## src/design/oscdiv_defs.svh

```systemverilog
`ifndef OSCDIV_DEFS_SVH
`define OSCDIV_DEFS_SVH
`define OSCDIV_A_CTRL      4'h0
`define OSCDIV_A_DIV       4'h1
`define OSCDIV_A_TUN       4'h2
`define OSCDIV_A_IRQ       4'h3
`define OSCDIV_A_STAT      4'h4
`define OSCDIV_KEY_H1      8'h78
`define OSCDIV_KEY_H2      8'h9A
`define OSCDIV_KEY_L1      8'h46
`define OSCDIV_KEY_L2      8'h57
`define OSCDIV_DIV_RST     16'h0100
`define OSCDIV_DIV_MASK    16'hFFC0
`define OSCDIV_TUN_MASK    16'h003F
`define OSCDIV_HANDOVER    4'hA
`define OSCDIV_OST_DEF     1024
`define OSCDIV_WAIT_DEF    65535
`endif

```

## src/design/oscdiv_pkg.sv

```systemverilog
package oscdiv_pkg;
   typedef enum logic [2:0] {
      OSCDIV_SRC_FRC     = 3'h0,
      OSCDIV_SRC_FAST_RC_WITH_PLL  = 3'h1,
      OSCDIV_SRC_PRI     = 3'h2,
      OSCDIV_SRC_PRIPLL  = 3'h3,
      OSCDIV_SRC_SEC     = 3'h4,
      OSCDIV_SRC_LOW_POWER_RC_OSC    = 3'h5,
      OSCDIV_SRC_RSVD    = 3'h6,
      OSCDIV_SRC_FRCDIV  = 3'h7
   } oscdiv_src_t;
   typedef enum logic [2:0] {
      OSCDIV_IDLE  = 3'h0,
      OSCDIV_START = 3'h1,
      OSCDIV_WAIT  = 3'h2,
      OSCDIV_COUNT = 3'h3,
      OSCDIV_DONE  = 3'h4
   } oscdiv_state_t;
endpackage

```

## src/design/oscdiv_top.sv

```systemverilog
`include "oscdiv_defs.svh"
`timescale 1ns/1ps
`default_nettype none
module oscdiv_top
   import oscdiv_pkg::*;
#(
   parameter int OST_CYCLES  = `OSCDIV_OST_DEF,
   parameter int WAIT_LIMIT  = `OSCDIV_WAIT_DEF
) (
   // Clock and reset
   input  wire logic        clk,
   input  wire logic        rst_n,
   // Register port
   input  wire logic [3:0]  addr,
   input  wire logic [15:0] wdata,
   input  wire logic        wr,
   input  wire logic        rd,
   output logic      [15:0] rdata,
   // Fuses (static)
   input  wire logic        switch_enable_fuse,
   input  wire logic        monitor_fuse,
   input  wire logic [2:0]  initial_source_fuse,
   input  wire logic [1:0]  primary_submode_fuse,
   input  wire logic        watchdog_enable,
   // Oscillator status and events (asynchronous)
   input  wire logic        pll_locked_in,
   input  wire logic        new_clk_tick,
   input  wire logic        interrupt_in,
   input  wire logic        clock_fail_in,
   // Clock control outputs
   output logic [4:0]       osc_run,
   output logic [2:0]       sysclk_source,
   output logic [7:0]       periph_ratio,
   output logic [8:0]       fast_rc_divisor,
   output logic [3:0]       usb_sysclk_divisor,
   output logic [5:0]       fast_rc_trim,
   output logic [1:0]       primary_submode,
   output logic             switch_busy
);
   // Synchronisers for asynchronous inputs
   logic [3:0] s1_r;
   logic [3:0] s2_r;
   logic [3:0] s3_r;
   always_ff @(posedge clk or negedge rst_n) begin
      if (!rst_n) begin
         s1_r <= 4'h0;
         s2_r <= 4'h0;
         s3_r <= 4'h0;
      end else begin
         s1_r <= {clock_fail_in, interrupt_in, new_clk_tick, pll_locked_in};
         s2_r <= s1_r;
         s3_r <= s2_r;
      end
   end
   logic lock_s;
   logic tick_p;
   logic irq_p;
   logic fail_p;
   assign lock_s = s2_r[0];
   assign tick_p = s2_r[1] & ~s3_r[1];
   assign irq_p  = s2_r[2] & ~s3_r[2];
   assign fail_p = s2_r[3] & ~s3_r[3];

   // Fuses caught once after reset release
   logic       fuse_cap_r;
   logic       sw_en_r;
   logic       failsafe_monitor_r;
   logic [1:0] submode_r;
   logic       fuse_cap_nxt;
   logic       sw_en_nxt;
   logic       failsafe_monitor_nxt;
   logic [1:0] submode_nxt;

   // Control state
   logic [15:0]   div_r;
   logic [15:0]   div_nxt;
   logic [5:0]    tun_r;
   logic [5:0]    tun_nxt;
   logic [2:0]    cur_r;
   logic [2:0]    cur_nxt;
   logic [2:0]    nxt_src_r;
   logic [2:0]    nxt_src_nxt;
   logic          freeze_r;
   logic          freeze_nxt;
   logic          lock_r;
   logic          lock_nxt;
   logic          cf_r;
   logic          cf_nxt;
   logic          secondary_osc_en_r;
   logic          secondary_osc_en_nxt;
   logic          req_r;
   logic          req_nxt;
   logic [1:0]    hkey_r;
   logic [1:0]    hkey_nxt;
   logic [1:0]    lkey_r;
   logic [1:0]    lkey_nxt;
   logic [4:0]    run_r;
   logic [4:0]    run_nxt;
   oscdiv_state_t st_r;
   oscdiv_state_t st_nxt;
   logic [15:0]   cnt_r;
   logic [15:0]   cnt_nxt;
   logic [15:0]   rdata_r;
   logic [15:0]   rdata_nxt;

   function automatic logic [4:0] src_osc(input logic [2:0] s);
      // One bit per oscillator: 0 fast RC, 1 primary, 2 secondary, 3 low-power RC, 4 PLL
      logic [4:0] m;
      m = 5'h00;
      case (s)
         OSCDIV_SRC_FRC, OSCDIV_SRC_FRCDIV: m = 5'h01;
         OSCDIV_SRC_FAST_RC_WITH_PLL:                 m = 5'h11;
         OSCDIV_SRC_PRI:                    m = 5'h02;
         OSCDIV_SRC_PRIPLL:                 m = 5'h12;
         OSCDIV_SRC_SEC:                    m = 5'h04;
         OSCDIV_SRC_LOW_POWER_RC_OSC:                   m = 5'h08;
         default:                           m = 5'h00;
      endcase
      return m;
   endfunction

   function automatic logic is_pll(input logic [2:0] s);
      return (s == OSCDIV_SRC_FAST_RC_WITH_PLL) || (s == OSCDIV_SRC_PRIPLL);
   endfunction

   always_comb begin
      fuse_cap_nxt = 1'b1;
      sw_en_nxt    = sw_en_r;
      failsafe_monitor_nxt     = failsafe_monitor_r;
      submode_nxt  = submode_r;
      if (!fuse_cap_r) begin
         sw_en_nxt   = ~switch_enable_fuse;
         failsafe_monitor_nxt    = ~switch_enable_fuse & ~monitor_fuse;
         submode_nxt = primary_submode_fuse;
      end
   end

   always_comb begin
      div_nxt     = div_r;
      tun_nxt     = tun_r;
      cur_nxt     = cur_r;
      nxt_src_nxt = nxt_src_r;
      freeze_nxt  = freeze_r;
      lock_nxt    = lock_r;
      cf_nxt      = cf_r;
      secondary_osc_en_nxt = secondary_osc_en_r;
      req_nxt     = req_r;
      hkey_nxt    = 2'h0;
      lkey_nxt    = 2'h0;
      run_nxt     = run_r;
      st_nxt      = st_r;
      cnt_nxt     = cnt_r;
      rdata_nxt   = 16'h0000;

      if (!fuse_cap_r) begin
         cur_nxt     = initial_source_fuse;
         nxt_src_nxt = initial_source_fuse;
         run_nxt     = src_osc(initial_source_fuse);
      end

      // Lock status tracks the PLL only while a PLL source is in use
      if (st_r == OSCDIV_IDLE)
         lock_nxt = is_pll(cur_r) & lock_s;

      if (wr && addr == `OSCDIV_A_CTRL) begin
         if (hkey_r == 2'h2) begin
            if (sw_en_r && !(freeze_r && failsafe_monitor_r))
               nxt_src_nxt = wdata[10:8];
         end else if (wdata[15:8] == `OSCDIV_KEY_H1) begin
            hkey_nxt = 2'h1;
         end else if (hkey_r == 2'h1 && wdata[15:8] == `OSCDIV_KEY_H2) begin
            hkey_nxt = 2'h2;
         end
         if (lkey_r == 2'h2) begin
            secondary_osc_en_nxt = wdata[1];
            if (wdata[7])
               freeze_nxt = 1'b1;
            // Clear-only fail flag
            if (!wdata[3])
               cf_nxt = 1'b0;
            if (wdata[0] && sw_en_r && !(freeze_r && failsafe_monitor_r))
               req_nxt = 1'b1;
         end else if (wdata[7:0] == `OSCDIV_KEY_L1) begin
            lkey_nxt = 2'h1;
         end else if (lkey_r == 2'h1 && wdata[7:0] == `OSCDIV_KEY_L2) begin
            lkey_nxt = 2'h2;
         end
      end else if (wr && addr == `OSCDIV_A_DIV) begin
         div_nxt = wdata & `OSCDIV_DIV_MASK;
      end else if (wr && addr == `OSCDIV_A_TUN) begin
         tun_nxt = wdata[5:0];
      end

      // interrupt recovery, wins over a write
      if (irq_p && div_r[15])
         div_nxt[11] = 1'b0;

      // Fail detection only while monitor on; set wins over a software clear, but a switch start clears it
      if (fail_p && failsafe_monitor_r)
         cf_nxt = 1'b1;

      // sequencer runs beside the CPU, no stall
      case (st_r)
         OSCDIV_IDLE: begin
            if (req_r) begin
               if (nxt_src_r == cur_r || nxt_src_r == OSCDIV_SRC_RSVD) begin
                  req_nxt = 1'b0;
               end else begin
                  lock_nxt = 1'b0;
                  cf_nxt   = 1'b0;
                  st_nxt   = OSCDIV_START;
               end
            end
         end
         OSCDIV_START: begin
            cnt_nxt = 16'h0000;
            if ((run_r & src_osc(nxt_src_r) & 5'h02) == 5'h00 &&
                (src_osc(nxt_src_r) & 5'h02) != 5'h00 && submode_r != 2'h0)
               cnt_nxt = 16'(OST_CYCLES);
            run_nxt = run_r | src_osc(nxt_src_r);
            st_nxt  = OSCDIV_WAIT;
         end
         OSCDIV_WAIT: begin
            if (cnt_r != 16'h0000) begin
               cnt_nxt = cnt_r - 16'h0001;
            end else if (!is_pll(nxt_src_r) || lock_s) begin
               lock_nxt = is_pll(nxt_src_r);
               st_nxt   = OSCDIV_COUNT;
               cnt_nxt  = 16'h0000;
            end
         end
         OSCDIV_COUNT: begin
            // ten ticks of the new clock
            if (tick_p) begin
               cnt_nxt = cnt_r + 16'h0001;
               if (cnt_r[3:0] == `OSCDIV_HANDOVER - 4'h1)
                  st_nxt = OSCDIV_DONE;
            end
         end
         OSCDIV_DONE: begin
            cur_nxt = nxt_src_r;
            req_nxt = 1'b0;
            run_nxt = src_osc(nxt_src_r);
            if (watchdog_enable || failsafe_monitor_r)
               run_nxt[3] = 1'b1;
            if (secondary_osc_en_r)
               run_nxt[2] = 1'b1;
            st_nxt = OSCDIV_IDLE;
         end
         default: st_nxt = OSCDIV_IDLE;
      endcase
      // no lock: keep waiting, request set
      // No time-out: only a reset, a lock or a new non-PLL selection frees the sequencer
      if (st_r == OSCDIV_WAIT && cnt_r == 16'h0000 && is_pll(nxt_src_r) && !lock_s)
         st_nxt = OSCDIV_WAIT;

      if (rd) begin
         if (addr == `OSCDIV_A_CTRL)
            rdata_nxt = {1'b0, cur_r, 1'b0, nxt_src_r, freeze_r, 1'b0, lock_r,
                         1'b0, cf_r, 1'b0, secondary_osc_en_r, req_r};
         else if (addr == `OSCDIV_A_DIV)
            rdata_nxt = div_r;
         else if (addr == `OSCDIV_A_TUN)
            rdata_nxt = {10'h000, tun_r};
         else if (addr == `OSCDIV_A_IRQ)
            // Spare index, reads zero
            rdata_nxt = 16'h0000;
         else if (addr == `OSCDIV_A_STAT)
            rdata_nxt = {8'h00, sw_en_r, failsafe_monitor_r, submode_r, 1'b0, st_r};
         else
            rdata_nxt = 16'h0000;
      end
   end

   always_ff @(posedge clk or negedge rst_n) begin
      if (!rst_n) begin
         fuse_cap_r <= 1'b0;
         sw_en_r    <= 1'b0;
         failsafe_monitor_r     <= 1'b0;
         submode_r  <= 2'h3;
         div_r      <= `OSCDIV_DIV_RST;
         tun_r      <= 6'h00;
         cur_r      <= 3'h7;
         nxt_src_r  <= 3'h7;
         freeze_r   <= 1'b0;
         lock_r     <= 1'b0;
         cf_r       <= 1'b0;
         secondary_osc_en_r  <= 1'b0;
         req_r      <= 1'b0;
         hkey_r     <= 2'h0;
         lkey_r     <= 2'h0;
         run_r      <= 5'h01;
         st_r       <= OSCDIV_IDLE;
         cnt_r      <= 16'h0000;
         rdata_r    <= 16'h0000;
      end else begin
         fuse_cap_r <= fuse_cap_nxt;
         sw_en_r    <= sw_en_nxt;
         failsafe_monitor_r     <= failsafe_monitor_nxt;
         submode_r  <= submode_nxt;
         div_r      <= div_nxt;
         tun_r      <= tun_nxt;
         cur_r      <= cur_nxt;
         nxt_src_r  <= nxt_src_nxt;
         freeze_r   <= freeze_nxt;
         lock_r     <= lock_nxt;
         cf_r       <= cf_nxt;
         secondary_osc_en_r  <= secondary_osc_en_nxt;
         req_r      <= req_nxt;
         hkey_r     <= hkey_nxt;
         lkey_r     <= lkey_nxt;
         run_r      <= run_nxt;
         st_r       <= st_nxt;
         cnt_r      <= cnt_nxt;
         rdata_r    <= rdata_nxt;
      end
   end

   // Registered decoded outputs
   logic [7:0] ratio_r;
   logic [7:0] ratio_nxt;
   logic [8:0] frcd_r;
   logic [8:0] frcd_nxt;
   logic [3:0] usbd_r;
   logic [3:0] usbd_nxt;
   always_comb begin
      // ratio only while enabled; power of two
      ratio_nxt = div_r[11] ? (8'h01 << div_r[14:12]) : 8'h01;
      frcd_nxt  = (div_r[10:8] == 3'h7) ? 9'h100 : (9'h001 << div_r[10:8]);
      // USB branch postscale; left to software
      usbd_nxt  = 4'h1 << div_r[7:6];
   end
   always_ff @(posedge clk or negedge rst_n) begin
      if (!rst_n) begin
         ratio_r <= 8'h01;
         frcd_r  <= 9'h002;
         usbd_r  <= 4'h1;
      end else begin
         ratio_r <= ratio_nxt;
         frcd_r  <= frcd_nxt;
         usbd_r  <= usbd_nxt;
      end
   end

   assign rdata              = rdata_r;
   assign osc_run            = run_r;
   assign sysclk_source      = cur_r;
   assign periph_ratio       = ratio_r;
   assign fast_rc_divisor    = frcd_r;
   assign usb_sysclk_divisor = usbd_r;
   assign fast_rc_trim       = tun_r;
   assign primary_submode    = submode_r;
   assign switch_busy        = req_r;
endmodule
`default_nettype wire

```

## config.mk

```make
export PLATFORM = sky130hd
export DESIGN_NAME = oscdiv_top
export DESIGN_NICKNAME = d
export VERILOG_FILES = /design/src/design/oscdiv_pkg.sv /design/src/design/oscdiv_top.sv
export VERILOG_INCLUDE_DIRS = /design/src /design/src/design
export SDC_FILE = /design/constraint.sdc
export NUM_CORES = 1
export LEC_CHECK = 0
export BUFFER_PORTS_ARGS = -buffer_cell sky130_fd_sc_hd__buf_2
export CORE_UTILIZATION = 39
export DETAILED_ROUTE_END_ITERATION = 16
export MAX_ROUTING_LAYER = met4
export PLACE_DENSITY = 0.61
export SYNTH_ARGS = -nofsm -noshare
export SYNTH_HDL_FRONTEND = slang
export SYNTH_SLANG_ARGS = --single-unit
```

## constraint.sdc

```tcl
create_clock -name clk -period 2.3 [get_ports clk]
set_clock_uncertainty 0.2 [all_clocks]
set_input_delay 0.23 -clock clk [delete_from_list [all_inputs] [get_ports clk]]
set_output_delay 0.23 -clock clk [all_outputs]
set_load 0.02 [all_outputs]
```

==> impl_metrics.yaml <==
global_route:
  grtUsageTotal_pct: 22.0
  grt_max_degree: 45
  grt_antenna_before_repair: 0
  grt_first_pass_wirelength_mm: 22.2
  grt_pass1_vias: 4392
  grt_remaining_overflow: 0
timing:
  max_freq_mhz: 450
  slew_headroom_pct: 49.6
  holdWs_ps: 29.8
  finalCritPeriodShare_pct: 96.7
  min_period_ps: 2220
  final-hold-violation-count: 0
  final_max_slew_viol_count: 0
  setup_viol: 0
  tightest_slew_ps: 750
logic_synthesis:
  synth_cells: 509
  synthMuxAreaShare_pct: 4.54
  synthArstFlopShare_pct: 100
  synthAdderAreaFrac_pct: 0.733
  synth_area_per_cell_sq_um: 10.1
  syn-num-nets: 548
  synth-main-ff-cell: "dfrtp_1"
  ys_seq_area_share_pct: 52.6
  syn-cell-area_sq_um: 5120
  yosysUniqueCellTypes: 65
  ys_warn_count: 0
  ys_ff_latch: 107
  synth_edf_count: 0
  synthXorXnorAreaFrac_pct: 1.88
  synthSimpleGateAreaFrac_pct: 20.6
  synth_compound_area_share_pct: 16.2
  synth_top_family_by_area: "simple AND/OR/NAND/NOR gates"
worst_setup_path:
  slowest_stage: "dlygate4sd3_1"
  slowest_delay_ps: 550
  cp.required_ps: 2400
  startpoint_type: "input port"
  path_cells: "dlygate4sd3_1, buf_2, nor4b_2, nand3_1, dlygate4sd3_1, nor2_1, dlygate4sd3_1"
  worst_path_most_repeated_cell: "dlygate4sd3_1"
  criticalPathCategory: "input port to flip-flop"
  cp_max_fo: 3
  reg2reg_slack_ps: 80
  crit_family: "buffers and inverters"
  path_buf_inv: 4
  end_kind: "flip-flop"
  arrival_ps: 2320
route:
  dr.pass1.iters: 5
  vias: 4456
  drc: 0
  via_per_inst: 5.38
  wire_per_inst_um: 16.4
  drtIter0Drc: 311
  wl_mm: 13.6
  ant_nets: 0
clocking:
  clock_tree.root_cell: "clkbuf_16"
  clkTransAtPathRegs_ps: 80
  h-tree-depth: 3
  cts.sinks: 107
  clock_latency_ps: 360
  cts_buffers: 9
  cts_buffer_depth: 2
  cts_tree: "built"
placement:
  routabilityCongestion: 0.889
  dpl_cell_area_sq_um: 5960
  hpwl_mm: 9.55
  portBuffers: 88
  place_inst: 773
finish:
  layout_commonest_cell: "dfrtp_1"
  drive_above_1_share_pct: 31.1
  final_cell_mix: "dfrtp_1 (92), buf_2 (87), nand2_1 (44)"
  stdcell_count: 829
  final_net_count: 691
  area_growth_pct: 31.6
  antenna_cells: 0
  stdcell_area_sq_um: 6740
power:
  power_density_nw_per_um2: 748
  ir_drop_v: 0.000758
  leakagePower_nw: 3.15
die:
  die-area_sq_um: 13600
  core_region_area_sq_um: 12700
  start_util_pct: 40.3
  std_cell_rows: 41
  die_w_um: 117
  io_pins: 90
  fp.dieH_um: 117
min_path:
  hp-class: "input port to flip-flop"
run:
  max-cap-violations: 0
status:
  status: "finished clean"
[synthesized netlist by cell type, types with 3 or more instances]
cell | number | area [sq um]
a211oi_1 | 3 | 22.5
a21o_1 | 3 | 22.5
a21oi_1 | 29 | 145
a22o_1 | 10 | 87.6
a22oi_1 | 9 | 67.6
a31oi_1 | 5 | 31.3
a32o_1 | 3 | 30.0
and2_1 | 10 | 62.6
and3_1 | 4 | 25.0
and3b_1 | 3 | 26.3
buf_2 | 4 | 20.0
clkbuf_1 | 24 | 90.1
dfrtp_1 | 94 | 2350
dfstp_2 | 13 | 342
ha_1 | 3 | 37.5
inv_1 | 6 | 22.5
mux2_2 | 18 | 203
mux2i_1 | 3 | 30.0
nand2_1 | 44 | 165
nand2b_1 | 12 | 75.1
nand3_1 | 12 | 60.1
nand3b_1 | 5 | 37.5
nand4_1 | 7 | 43.8
nand4b_1 | 3 | 26.3
nor2_1 | 43 | 161
nor2b_1 | 11 | 68.8
nor3_1 | 17 | 85.1
nor3b_1 | 6 | 45.0
nor4_1 | 4 | 25.0
o211ai_1 | 3 | 22.5
o21ai_0 | 36 | 180
o31ai_1 | 7 | 52.6
or3_1 | 4 | 25.0
xnor2_1 | 5 | 43.8
xor2_1 | 6 | 52.6
[kinds of logic after synthesis]
family | Yosys count
AO/OA/AOI/OAI | 128
XOR/XNOR | 11
adder cells (fa/ha/maj) | 3
buffers and inverters | 39
flip-flops | 107
multiplexers | 21
other | 2
AND/OR/NAND/NOR | 198
[state kept, by name, summed over array words and instances, names as in the netlist, 2 cells and up]
name / flops
fast_rc_divisor: 8
nxt_src_r: 3
cnt_r: 16
s1_r: 4
osc_run: 5
lkey_r: 2
div_r: 10
st_r: 3
usb_sysclk_divisor: 4
sysclk_source: 3
s2_r: 4
fast_rc_trim: 6
periph_ratio: 8
primary_submode: 2
s3_r: 3
rdata: 16
hkey_r: 2
[power by group]
part	total (mW)	switching, mW	internal [mW]
logic	1.17	0.673	0.493
registers	2.27	0.175	2.09
clock network	1.60	0.745	0.859
[timing repair]
action / 4_1_cts / 5_1_grt
hold buffers: 34 / 0
gates resized for setup: 3 / 21
endpoints found under the hold margin: 129 / 0
cloned: 0 / 1
buffers inserted: 0 / 5
setup endpoints to repair: 8 / 15
pin swaps: 0 / 7
[stage by stage]
step | setup WS, ps | utilization (%) | power, mW | setup TNS (ps)
finish | 76.9 | 53.0 | 5.04 | 0
global route | -14.0 | 53.0 | 5.28 | -18.7
CTS | 5.57 | 52.0 | 4.99 | 0
detailed placement | -130 | 46.8 | 3.33 | -198
global placement | -80.4 | 46.8 | 3.31 | -80.4
floorplan | -73.1 | - | 2.90 | -620
[path summary, 6_finish.rpt]
| kind | from | endpoint | cells past startpoint |
|---|---|---|---|
| max in group asynchronous | rst_n | fast_rc_divisor[1]$_DFF_PN1_ | 3 |
| worst max-delay path | wdata[15] | hkey_r[1]$_DFF_PN0_ | 7 |
| worst min-delay path | wdata[13] | hkey_r[0]$_DFF_PN0_ | 3 |
| worst max register to register | cnt_r[6]$_DFFE_PN0P_ | cnt_r[3]$_DFFE_PN0P_ | 5 |
| min in group asynchronous | rst_n | cnt_r[3]$_DFFE_PN0P_ | 2 |
| worst min register to register | s1_r[3]$_DFF_PN0_ | s2_r[3]$_DFF_PN0_ | 0 |
[worst reg2reg max path, cell delays in order (launching register included)]
cell     delay (ps)
dfrtp_1         440
or3_1           600
or3_4           480
and2_4          180
o31ai_1          80
a32o_1          170
[metal layers]
metal,vias up,share of wire [%],track usage (%)
met1,2192,44,27.7
met4,0,1.0,6.24
met2,137,50,36.0
met5,-,0,-
met3,11,4.4,4.36
li1,2116,-,-
[layout make-up]
cell class | instances | area (sq um)
fillers | 1189 | 5980
flip-flops and latches | 107 | 2700
multi-input cells | 364 | 2370
repair buffers | 164 | 1130
clock buffers | 10 | 229
well taps | 172 | 215
clock inverters | 6 | 76.3
inverters | 6 | 22.5
No activity file was read; power rests on OpenSTA's default activity.
